===== src/logic/tcc_pkg.sv =====
// Constants, register map and mode codes for the timer capture/compare block
package tcc_pkg;
   // ----------------------------------------------------------------
   // Register byte addresses (APB, one aligned word each)
   // ----------------------------------------------------------------
   localparam logic [7:0] ADDR_CTRL = 8'h00; // Mode, edge, filter, source, actions
   localparam logic [7:0] ADDR_FLAGS = 8'h04; // Flags, write one to clear
   localparam logic [7:0] ADDR_IRQEN = 8'h08; // Interrupt enables
   localparam logic [7:0] ADDR_FORCE = 8'h0C; // Force strobes, write only
   localparam logic [7:0] ADDR_CAP_LO = 8'h10; // Capture low byte
   localparam logic [7:0] ADDR_CAP_HI = 8'h14; // Capture high byte
   localparam logic [7:0] ADDR_CMPA_LO = 8'h18; // Compare A low byte
   localparam logic [7:0] ADDR_CMPA_HI = 8'h1C; // Compare A high byte
   localparam logic [7:0] ADDR_CMPB_LO = 8'h20; // Compare B low byte
   localparam logic [7:0] ADDR_CMPB_HI = 8'h24; // Compare B high byte
   localparam logic [7:0] ADDR_OUTST = 8'h28; // Compare output state, read only
   // ----------------------------------------------------------------
   // Control register field positions
   // ----------------------------------------------------------------
   localparam int CTRL_WGM_LSB = 0; // Four waveform mode bits
   localparam int CTRL_EDGE = 4; // 1 = rising edge
   localparam int CTRL_FILT = 5; // Noise filter enable
   localparam int CTRL_SRC = 6; // Comparator capture select
   localparam int CTRL_ACTA_LSB = 8; // Output action bits A
   localparam int CTRL_ACTB_LSB = 10; // Output action bits B
   localparam int FLG_CAP = 0; // Capture flag bit
   localparam int FLG_CMPA = 1; // Compare flag A bit
   localparam int FLG_CMPB = 2; // Compare flag B bit
   // ----------------------------------------------------------------
   // Mode codes and misc
   // ----------------------------------------------------------------
   localparam logic [3:0] WGM_NORMAL = 4'h0; // Normal mode
   localparam logic [3:0] WGM_CTC_A = 4'h4; // Clear on match, top from A
   localparam logic [3:0] WGM_CTC_CAP = 4'hC; // Clear on match, top from capture
   localparam logic [3:0] WGM_PWM_PFC_CAP = 4'h8; // PWM top from capture
   localparam logic [3:0] WGM_PWM_PC_CAP = 4'hA; // PWM top from capture
   localparam logic [3:0] WGM_FAST_CAP = 4'hE; // Fast PWM top from capture
   localparam logic [1:0] ACT_NONE = 2'h0; // No action
   localparam logic [1:0] ACT_TOGGLE = 2'h1; // Toggle
   localparam logic [1:0] ACT_CLEAR = 2'h2; // Clear
   localparam logic [1:0] ACT_SET = 2'h3; // Set
   localparam int FILT_LEN = 4; // Equal samples required
   localparam logic [15:0] CTRL_RESET = 16'h0000; // Control reset value
   // Bus state
   typedef enum logic [1:0] {
      TCC_IDLE = 2'b00,
      TCC_ACCESS = 2'b01
   } tcc_bus_t;
endpackage : tcc_pkg


===== src/logic/tcc_top.sv =====
// Input capture and two output compare channels with APB registers
// ----------------------------------------------------------------
// ----------------------------------------------------------------
`timescale 1ns/100ps
module tcc_top (
   input wire logic pclk,
   input wire logic presetn,
   input wire logic psel,
   input wire logic penable,
   input wire logic pwrite,
   input wire logic [7:0] paddr,
   input wire logic [31:0] pwdata,
   output logic [31:0] prdata,
   output logic pready,
   output logic pslverr,
   input wire logic capture_pin,
   input wire logic comparator_output,
   input wire logic [15:0] counter_value,
   input wire logic timer_tick,
   input wire logic counter_write,
   input wire logic at_top,
   input wire logic at_bottom,
   input wire logic irq_ack_cap,
   input wire logic irq_ack_cmpa,
   input wire logic irq_ack_cmpb,
   output logic irq_cap,
   output logic irq_cmpa,
   output logic irq_cmpb,
   output logic [1:0] compare_output,
   output logic [1:0] compare_match
);
   // ----------------------------------------------------------------
   // State
   // ----------------------------------------------------------------
   typedef struct packed {
      tcc_pkg::tcc_bus_t bus; // Bus phase
      logic [31:0] rdata; // Read data
      logic ready; // Access-phase ready
      logic err; // Slave error
      logic [15:0] ctrl; // Control bits
      logic [2:0] flags; // Capture, compare A, compare B
      logic [2:0] irqen; // Interrupt enables
      logic [7:0] temp; // Shared high-byte latch
      logic [15:0] cap; // Capture register
      logic [1:0][15:0] cmp_buf; // Compare buffers
      logic [1:0][15:0] cmp_act; // Active compare values
      logic [1:0] oc; // Compare output state
      logic [1:0] match; // Match pulse outputs
      logic [1:0] match_pend; // Match seen, flag next tick
      logic block; // Block matches on next tick
      logic [3:0] samp; // Filter sample history
      logic filt; // Filtered level
      logic edge_prev; // Previous edge detector input
      logic [2:0] irq; // Interrupt outputs
   } tcc_state_t;

   tcc_state_t s_reg; // Registered state
   tcc_state_t s_next; // Next state

   // ----------------------------------------------------------------
   // Decoded controls
   // ----------------------------------------------------------------
   logic [3:0] wgm; // Waveform mode bits
   logic cap_top; // Mode uses capture as top
   logic pwm; // Any of the PWM modes
   logic trig_raw; // Selected trigger source
   logic edge_in; // Edge detector input
   logic cap_evt; // Capture event this cycle
   logic [1:0] eq; // Counter equals active compare
   logic wr_acc; // Write access completes
   logic rd_acc; // Read access completes
   logic [1:0][1:0] act; // Action bits per channel
   logic [1:0] force_st; // Force strobes written

   assign wgm = s_reg.ctrl[tcc_pkg::CTRL_WGM_LSB +: 4];
   assign act[0] = s_reg.ctrl[tcc_pkg::CTRL_ACTA_LSB +: 2];
   assign act[1] = s_reg.ctrl[tcc_pkg::CTRL_ACTB_LSB +: 2];
   // Capture-top modes: these free the capture register as a top value
   assign cap_top = (wgm == tcc_pkg::WGM_CTC_CAP) || (wgm == tcc_pkg::WGM_PWM_PFC_CAP)
                 || (wgm == tcc_pkg::WGM_PWM_PC_CAP) || (wgm == tcc_pkg::WGM_FAST_CAP);
   // Everything but normal and the two clear-on-match codes is PWM
   assign pwm = (wgm != tcc_pkg::WGM_NORMAL) && (wgm != tcc_pkg::WGM_CTC_A)
             && (wgm != tcc_pkg::WGM_CTC_CAP);
   // Source mux; pin is taken as already synchronous
   assign trig_raw = s_reg.ctrl[tcc_pkg::CTRL_SRC] ? comparator_output : capture_pin;
   // Filtered or raw level feeds the edge detector
   assign edge_in = s_reg.ctrl[tcc_pkg::CTRL_FILT] ? s_reg.filt : trig_raw;
   // Edge qualified by polarity; gated off in capture-top modes
   assign cap_evt = !cap_top && (edge_in != s_reg.edge_prev)
                 && (edge_in == s_reg.ctrl[tcc_pkg::CTRL_EDGE]);
   // Accesses complete only in the ready cycle, so one edge per transfer
   assign wr_acc = psel && penable && pwrite && s_reg.ready;
   assign rd_acc = psel && penable && !pwrite && s_reg.ready;
   // Force strobes are dropped in PWM modes, where they would corrupt the wave
   assign force_st = (wr_acc && paddr == tcc_pkg::ADDR_FORCE && !pwm) ? pwdata[1:0] : 2'h0;

   genvar gi;
   generate
      for (gi = 0; gi < 2; gi++)
      begin : g_eq
         // Continuous 16-bit compare
         assign eq[gi] = (counter_value == s_reg.cmp_act[gi]);
      end
   endgenerate

   // ----------------------------------------------------------------
   // Next-state logic
   // ----------------------------------------------------------------
   always_comb
   begin
      s_next = s_reg;
      s_next.match = 2'h0;
      // Filter shifts every system clock, independent of prescaler
      s_next.samp = {s_reg.samp[2:0], trig_raw};
      if (s_reg.samp == {tcc_pkg::FILT_LEN{1'b1}})
      begin
         s_next.filt = 1'b1;
      end
      else if (s_reg.samp == {tcc_pkg::FILT_LEN{1'b0}})
      begin
         s_next.filt = 1'b0;
      end
      s_next.edge_prev = edge_in;
      // Bus: one wait state, ready in second access cycle
      s_next.ready = 1'b0;
      case (s_reg.bus)
         tcc_pkg::TCC_IDLE:
         begin
            if (psel && penable)
            begin
               s_next.bus = tcc_pkg::TCC_ACCESS;
               s_next.ready = 1'b1;
            end
         end
         tcc_pkg::TCC_ACCESS:
         begin
            s_next.bus = tcc_pkg::TCC_IDLE;
         end
         default:
         begin
            s_next.bus = tcc_pkg::TCC_IDLE;
         end
      endcase
      // Read data and error prepared while the request stands
      s_next.rdata = 32'h0000_0000;
      s_next.err = 1'b0;
      case (paddr)
         tcc_pkg::ADDR_CTRL: s_next.rdata = {16'h0000, s_reg.ctrl};
         tcc_pkg::ADDR_FLAGS: s_next.rdata = {29'h0, s_reg.flags};
         tcc_pkg::ADDR_IRQEN: s_next.rdata = {29'h0, s_reg.irqen};
         tcc_pkg::ADDR_FORCE: s_next.rdata = 32'h0000_0000;
         tcc_pkg::ADDR_CAP_LO: s_next.rdata = {24'h0, s_reg.cap[7:0]};
         tcc_pkg::ADDR_CAP_HI: s_next.rdata = {24'h0, s_reg.temp};
         // Compare reads bypass the latch
         tcc_pkg::ADDR_CMPA_LO: s_next.rdata = {24'h0, s_reg.cmp_buf[0][7:0]};
         tcc_pkg::ADDR_CMPA_HI: s_next.rdata = {24'h0, s_reg.cmp_buf[0][15:8]};
         tcc_pkg::ADDR_CMPB_LO: s_next.rdata = {24'h0, s_reg.cmp_buf[1][7:0]};
         tcc_pkg::ADDR_CMPB_HI: s_next.rdata = {24'h0, s_reg.cmp_buf[1][15:8]};
         tcc_pkg::ADDR_OUTST: s_next.rdata = {30'h0, s_reg.oc};
         default: s_next.err = 1'b1; // Unmapped answers with error
      endcase
      // Low-byte read of capture loads the latch
      if (rd_acc && paddr == tcc_pkg::ADDR_CAP_LO)
      begin
         s_next.temp = s_reg.cap[15:8];
      end
      // Register writes
      if (wr_acc)
      begin
         case (paddr)
            // Action bits take effect at once, no buffering
            tcc_pkg::ADDR_CTRL: s_next.ctrl = pwdata[15:0];
            tcc_pkg::ADDR_IRQEN: s_next.irqen = pwdata[2:0];
            tcc_pkg::ADDR_CAP_HI, tcc_pkg::ADDR_CMPA_HI, tcc_pkg::ADDR_CMPB_HI:
            begin
               s_next.temp = pwdata[7:0];
            end
            tcc_pkg::ADDR_CAP_LO:
            begin
               if (cap_top)
               begin
                  s_next.cap = {s_reg.temp, pwdata[7:0]};
               end
            end
            tcc_pkg::ADDR_CMPA_LO: s_next.cmp_buf[0] = {s_reg.temp, pwdata[7:0]};
            tcc_pkg::ADDR_CMPB_LO: s_next.cmp_buf[1] = {s_reg.temp, pwdata[7:0]};
            default: s_next.temp = s_reg.temp;
         endcase
      end
      // In PWM, active compare values load on a tick at top or bottom; bypass buffer outside PWM
      for (int i = 0; i < 2; i++)
      begin
         if (!pwm)
         begin
            s_next.cmp_act[i] = s_next.cmp_buf[i];
         end
         else if (timer_tick && (at_top || at_bottom))
         begin
            s_next.cmp_act[i] = s_reg.cmp_buf[i];
         end
      end
      // Capture overwrites unread value, flag same cycle
      if (cap_evt)
      begin
         s_next.cap = counter_value;
      end
      // Counter write arms blocking until next timer tick
      if (counter_write)
      begin
         s_next.block = 1'b1;
      end
      else if (timer_tick)
      begin
         s_next.block = 1'b0;
      end
      // Flag clears: ack or write one; a set in the same cycle wins
      if (irq_ack_cap || (wr_acc && paddr == tcc_pkg::ADDR_FLAGS && pwdata[tcc_pkg::FLG_CAP]))
      begin
         s_next.flags[tcc_pkg::FLG_CAP] = 1'b0;
      end
      if (irq_ack_cmpa || (wr_acc && paddr == tcc_pkg::ADDR_FLAGS && pwdata[tcc_pkg::FLG_CMPA]))
      begin
         s_next.flags[tcc_pkg::FLG_CMPA] = 1'b0;
      end
      if (irq_ack_cmpb || (wr_acc && paddr == tcc_pkg::ADDR_FLAGS && pwdata[tcc_pkg::FLG_CMPB]))
      begin
         s_next.flags[tcc_pkg::FLG_CMPB] = 1'b0;
      end
      if (cap_evt)
      begin
         s_next.flags[tcc_pkg::FLG_CAP] = 1'b1;
      end
      // Compare channels: match seen, flag and output at next tick
      for (int i = 0; i < 2; i++)
      begin
         if (timer_tick)
         begin
            s_next.match_pend[i] = eq[i] && !s_reg.block && !counter_write;
            if (s_reg.match_pend[i])
            begin
               s_next.flags[tcc_pkg::FLG_CMPA + i] = 1'b1;
               s_next.match[i] = 1'b1;
               case (act[i])
                  tcc_pkg::ACT_TOGGLE: s_next.oc[i] = !s_reg.oc[i];
                  tcc_pkg::ACT_CLEAR: s_next.oc[i] = 1'b0;
                  tcc_pkg::ACT_SET: s_next.oc[i] = 1'b1;
                  default: s_next.oc[i] = s_reg.oc[i]; // Kept across modes
               endcase
            end
         end
         // Forced compare moves the output only
         if (force_st[i])
         begin
            case (act[i])
               tcc_pkg::ACT_TOGGLE: s_next.oc[i] = !s_reg.oc[i];
               tcc_pkg::ACT_CLEAR: s_next.oc[i] = 1'b0;
               tcc_pkg::ACT_SET: s_next.oc[i] = 1'b1;
               default: s_next.oc[i] = s_next.oc[i];
            endcase
         end
      end
      // Interrupt requests gated by enables
      s_next.irq = s_next.flags & s_next.irqen;
   end

   // ----------------------------------------------------------------
   // State register
   // ----------------------------------------------------------------
   always_ff @(posedge pclk or negedge presetn)
   begin
      if (!presetn)
      begin
         // Output state, flags and latch all cleared to zero
         s_reg <= '0;
      end
      else
      begin
         s_reg <= s_next;
      end
   end

   // Outputs straight from flops
   assign prdata = s_reg.rdata;
   assign pready = s_reg.ready;
   assign pslverr = s_reg.err;
   assign irq_cap = s_reg.irq[tcc_pkg::FLG_CAP];
   assign irq_cmpa = s_reg.irq[tcc_pkg::FLG_CMPA];
   assign irq_cmpb = s_reg.irq[tcc_pkg::FLG_CMPB];
   assign compare_output = s_reg.oc;
   assign compare_match = s_reg.match;

   // ----------------------------------------------------------------
   // Assertions
   // ----------------------------------------------------------------
   // Capture side
   a_cap_copy: assert property (@(posedge pclk) disable iff (!presetn)
      cap_evt |=> (s_reg.cap == $past(counter_value)))
      else $error("capture did not copy counter");
   a_cap_flag: assert property (@(posedge pclk) disable iff (!presetn)
      cap_evt |=> s_reg.flags[tcc_pkg::FLG_CAP])
      else $error("capture flag not set with capture");
   a_cap_irq: assert property (@(posedge pclk) disable iff (!presetn)
      (s_reg.flags[tcc_pkg::FLG_CAP] && s_reg.irqen[tcc_pkg::FLG_CAP]) |-> irq_cap)
      else $error("capture irq missing");
   a_cap_ack: assert property (@(posedge pclk) disable iff (!presetn)
      (irq_ack_cap && !cap_evt) |=> !s_reg.flags[tcc_pkg::FLG_CAP])
      else $error("capture flag not cleared by service");
   a_latch_load: assert property (@(posedge pclk) disable iff (!presetn)
      (rd_acc && paddr == tcc_pkg::ADDR_CAP_LO && !cap_evt) |=> s_reg.temp == s_reg.cap[15:8])
      else $error("latch not loaded");
   a_cap_wr_block: assert property (@(posedge pclk) disable iff (!presetn)
      (wr_acc && !cap_top && !cap_evt) |=> $stable(s_reg.cap))
      else $error("capture written outside capture-top mode");
   a_no_edge_top: assert property (@(posedge pclk) disable iff (!presetn)
      cap_top |-> !cap_evt)
      else $error("capture in capture-top mode");
   a_filter_hold: assert property (@(posedge pclk) disable iff (!presetn)
      (s_reg.samp != 4'h0 && s_reg.samp != 4'hF) |=> $stable(s_reg.filt))
      else $error("filter changed without four samples");

   // Compare side
   a_match_flag: assert property (@(posedge pclk) disable iff (!presetn)
      (timer_tick && s_reg.match_pend[0]) |=> s_reg.flags[tcc_pkg::FLG_CMPA])
      else $error("compare flag not set");
   a_match_flag_b: assert property (@(posedge pclk) disable iff (!presetn)
      (timer_tick && s_reg.match_pend[1]) |=> s_reg.flags[tcc_pkg::FLG_CMPB])
      else $error("compare flag B not set");
   a_cmpa_irq: assert property (@(posedge pclk) disable iff (!presetn)
      (s_reg.flags[tcc_pkg::FLG_CMPA] && s_reg.irqen[tcc_pkg::FLG_CMPA]) |-> irq_cmpa)
      else $error("compare irq missing");
   a_cmp_bypass: assert property (@(posedge pclk) disable iff (!presetn)
      !pwm |=> (s_reg.cmp_act == s_reg.cmp_buf))
      else $error("compare buffer not bypassed");
   a_pwm_hold: assert property (@(posedge pclk) disable iff (!presetn)
      (pwm && !(timer_tick && (at_top || at_bottom))) |=> $stable(s_reg.cmp_act))
      else $error("compare value moved between top and bottom");
   a_block_match: assert property (@(posedge pclk) disable iff (!presetn)
      (counter_write && timer_tick) |=> !s_reg.match_pend[0] && !s_reg.match_pend[1])
      else $error("match not blocked after counter write");
   a_block_tick: assert property (@(posedge pclk) disable iff (!presetn)
      (timer_tick && s_reg.block) |=> !s_reg.match_pend[0] && !s_reg.match_pend[1])
      else $error("match not blocked in tick after counter write");
   a_force_noflag: assert property (@(posedge pclk) disable iff (!presetn)
      (force_st[0] && !(timer_tick && s_reg.match_pend[0])
         && !s_reg.flags[tcc_pkg::FLG_CMPA]) |=> !s_reg.flags[tcc_pkg::FLG_CMPA])
      else $error("force set the flag");
   a_force_set: assert property (@(posedge pclk) disable iff (!presetn)
      (force_st[0] && act[0] == tcc_pkg::ACT_SET) |=> compare_output[0])
      else $error("force did not set the output");
endmodule : tcc_top


===== config.mk =====
export PLATFORM = sky130hd
export DESIGN_NAME = tcc_top
export DESIGN_NICKNAME = d
export VERILOG_FILES = /design/src/logic/tcc_pkg.sv /design/src/logic/tcc_top.sv
export SDC_FILE = /design/constraint.sdc
export NUM_CORES = 1
export LEC_CHECK = 0
export ABC_CLOCK_PERIOD_IN_PS = 6250
export BUFFER_PORTS_ARGS = -buffer_cell sky130_fd_sc_hd__buf_4
export CORE_MARGIN = 5
export CORE_UTILIZATION = 40
export DETAILED_ROUTE_END_ITERATION = 7
export PLACE_DENSITY_LB_ADDON = 0.3
export SLEW_MARGIN = 20
export SYNTH_ARGS = -nofsm -noshare
export SYNTH_HDL_FRONTEND = slang
export SYNTH_SLANG_ARGS = --single-unit

===== constraint.sdc =====
create_clock -name pclk -period 6.25 [get_ports pclk]
set_input_delay 1.25 -clock pclk [delete_from_list [all_inputs] [get_ports pclk]]
set_output_delay 1.25 -clock pclk [all_outputs]
set_load 0.05 [all_outputs]

==> metrics <==
status finished, final reports clean; EDFF count, synth 0; Final Max Tran Viols 0; Tightest Pin Transition 1.05 ns; Buffers on Ports 78; CTS tree yes; die width 143 microns; clock power share 47.6%; global-route wire length before repair 31300 microns; hold path depth 0; reg-to-reg endpoint s_reg[47]$_DFFE_PN0P_; cell type with the largest total area after synthesis dfrtp_1; cell area after layout 0.00825 sq mm; cell count after synthesis 639; Area Overhead vs Synth 16.6%; Required @ worst endpoint 6.56 ns; hold_buf cts 0; worst r2r src s_reg[110]$_DFFE_PN0P_; sequential share of power 44.4%; worst-path maximum fanout 22; max FFs per register 113; cell area after synthesis 0.00707 sq mm; total number of placement rows 48; routability cong. 0.877; post-CTS sizing 0; # diodes 0; fin crit period 3.22 ns; post-synthesis simple-gate area fraction 13.0%; Peak VDD IR 0.184 mV; Die Y 143 microns; clk root buf clkbuf_16; H-Tree Depth 4; Reg2Reg Depth 5; Synth async-reset ratio 100%; drt first pass iters 8; CP startpoint kind input pin; clk_skew 0.00820 ns; ys flop type dfrtp_1; Compound-Gate Fraction of Synth Area 12.7%; Synth Area per Inst 11.1 sq um; Int Pwr 1700 uW; sequential fraction of the synthesis area 51.3%; buffer depth of the longest clock path 2; CTS Buf Count 17; Synth Area in XOR/XNOR 3.96%; fmax 0.310 GHz; crit end category flop; top-area cell type share of the netlist area 51.3%; post-CTS setup buffers 0; Die Footprint 0.0204 sq mm; Placeable Area 0.0173 sq mm; kind of critical path input pin to flop; Core Util, Final 47.7%; pwr/cell area 266 mW/mm^2; synth top area cells dfrtp_1 (51%), mux2_2 (8.4%), buf_4 (3.8%), o22ai_1 (3.4%), nor2_1 (2.9%); worst min path class flop to flop; setup ws final 3.03 ns; number of global-route vias before repair 5467; gr ovfl total 0; aggregate negative setup slack 0 ns; drt drc 0; drt wl/cell 22.0 microns; initial antenna violation count 0; CTS clk-pin slew, worst paths 0.06 ns; Synthesis Warnings 0; CP Data Arrival Time 3.53 ns; RSZ-0062 raised after global routing false; total number of vias 5325; Static Leak 0.00395 uW; clk sinks 145; vias per inst 5.74; grt peak-use layer met2; GRT met1 Usage 27.3%; routed wire length 20400 microns; NetSw 492 uW; main combinational cell family by area after synthesis simple AND/OR/NAND/NOR gates; Iteration-0 DRC Markers 564; net switching fraction of the power 22.4%; r2r setup slk 3.63 ns; dpl ws 2.65 ns; GR Util met2 31.9%; Post-DP HPWL 13900 microns; nets@finish 759; Distinct cells, synth 62; GR Layer Usage met3 5.86%; post-synthesis mux area share 11.4%; max_slew headroom 29.5%; Finish-stage setup viols 0; largest net degree at the start of global routing 90; layout cells sized above 1 28.2%; Final Hold Fails 0; HP Start s_next[7]$_DFF_PN0_; Top Ports 111; Tcrit/Tclk final 51.6%; Comb pwr share 8.0%; Seq cells post-synth 145; Adder-Cell Fraction of Synth Area 0%; Final ANT Viol Nets 0; hold endpoint s_next[8]$_DFF_PN0_; GR Util All Layers 20.4%; clock latency on the worst-skew pair 0.43 ns; starting density of the core 40.9%; total cell area at the placement stage 0.00763 sq mm; Max Cap Violations 0
[worst max-delay path: stages]
cell	delay, ns
buf_4	0.33
nor4b_1	0.50
nand3_1	0.15
buf_4	0.30
nand2b_1	0.59
o22ai_1	0.32
nor2_1	0.08
[layout make-up]
cell class | instances | area (sq um)
Clock inverter | 4 | 95.1
Multi-Input combinational cell | 413 | 2980
Sequential cell | 145 | 3630
Timing Repair Buffer | 85 | 642
Clock buffer | 28 | 517
Inverter | 27 | 101
Tap cell | 225 | 282
Fill cell | 1596 | 9050
[cells by family after synthesis]
family                    after synthesis
and+or+nand+nor                       172
DFF                                   145
AOI/OAI and AO/OA                     123
buffers and inverters                  96
muxes                                  70
xor gates and xnor gates               32
other                                   1
[how the worst max path moves through the flow]
stage | slack [ns] | from | end
6_report | 3.03 | paddr[3] | s_reg[22]$_DFFE_PN0P_
5_1_grt | 2.86 | paddr[3] | s_reg[21]$_DFFE_PN0P_
4_1_cts | 3.10 | paddr[3] | s_reg[16]$_DFFE_PN0P_
3_5_place_dp | 2.65 | paddr[3] | s_reg[22]$_DFFE_PN0P_
3_3_place_gp | 2.58 | paddr[3] | s_reg[16]$_DFFE_PN0P_
2_1_floorplan | 3.23 | paddr[4] | s_reg[47]$_DFFE_PN0P_
[layout by cell type, fill, tap and decap left out, types with 6 or more instances in the layout]
master | Yosys | final
o22ai_1 | 38 | 38
a21oi_1 | 12 | 12
mux2_2 | 53 | 53
o21ai_0 | 13 | 13
mux2i_1 | 14 | 14
inv_1 | 27 | 27
clkbuf_16 | 0 | 17
a221o_1 | 17 | 17
nor2_1 | 55 | 55
a22oi_1 | 6 | 6
buf_4 | 36 | 84
clkbuf_1 | 19 | 6
nor3_1 | 6 | 6
xor2_1 | 13 | 13
conb_1 | 1 | 16
dfrtp_1 | 145 | 145
and3_1 | 23 | 23
nand2_1 | 28 | 28
nand3_1 | 17 | 17
a21oi_2 | 10 | 10
xnor2_1 | 19 | 19
[power groups by stage]
stage	Sequential [uW]	Clock [uW]	Combinational [uW]
final	975	1050	176
after global routing	976	1110	190
after CTS	974	1070	176
after detailed placement	990	0	175
after global placement	989	0	172
after floorplan	988	0	100
[stage by stage]
stage | hold slack (ns) | power (uW) | instances
floorplan | 0.354 | 1090 | 654
global placement | 0.362 | 1160 | 895
detailed placement | 0.378 | 1170 | 895
CTS | 0.400 | 2220 | 927
global route | 0.416 | 2270 | 927
finish | 0.393 | 2200 | 927
[synthesized netlist by cell type, types with 3 or more instances]
cell type	instances
a21oi_1	12
a21oi_2	10
a221o_1	17
a221oi_1	3
a22oi_1	6
a31o_2	3
and2_1	5
and3_1	23
buf_2	8
buf_4	36
buf_6	4
clkbuf_1	19
dfrtp_1	145
inv_1	27
mux2_2	53
mux2i_1	14
mux4_2	3
nand2_1	28
nand3_1	17
nand4_1	5
nor2_1	55
nor2b_1	3
nor3_1	6
nor4_1	7
o21ai_0	13
o22ai_1	38
o31ai_1	4
or3_1	3
xnor2_1	19
xor2_1	13
[per-layer routing]
| metal | part of all wire, % | vias up |
|---|---|---|
| li1 | - | 2343 |
| met1 | 41 | 2695 |
| met2 | 48 | 261 |
| met3 | 9.3 | 26 |
| met4 | 1.6 | 0 |
| met5 | 0 | - |
(Power assumes the default switching activity.)
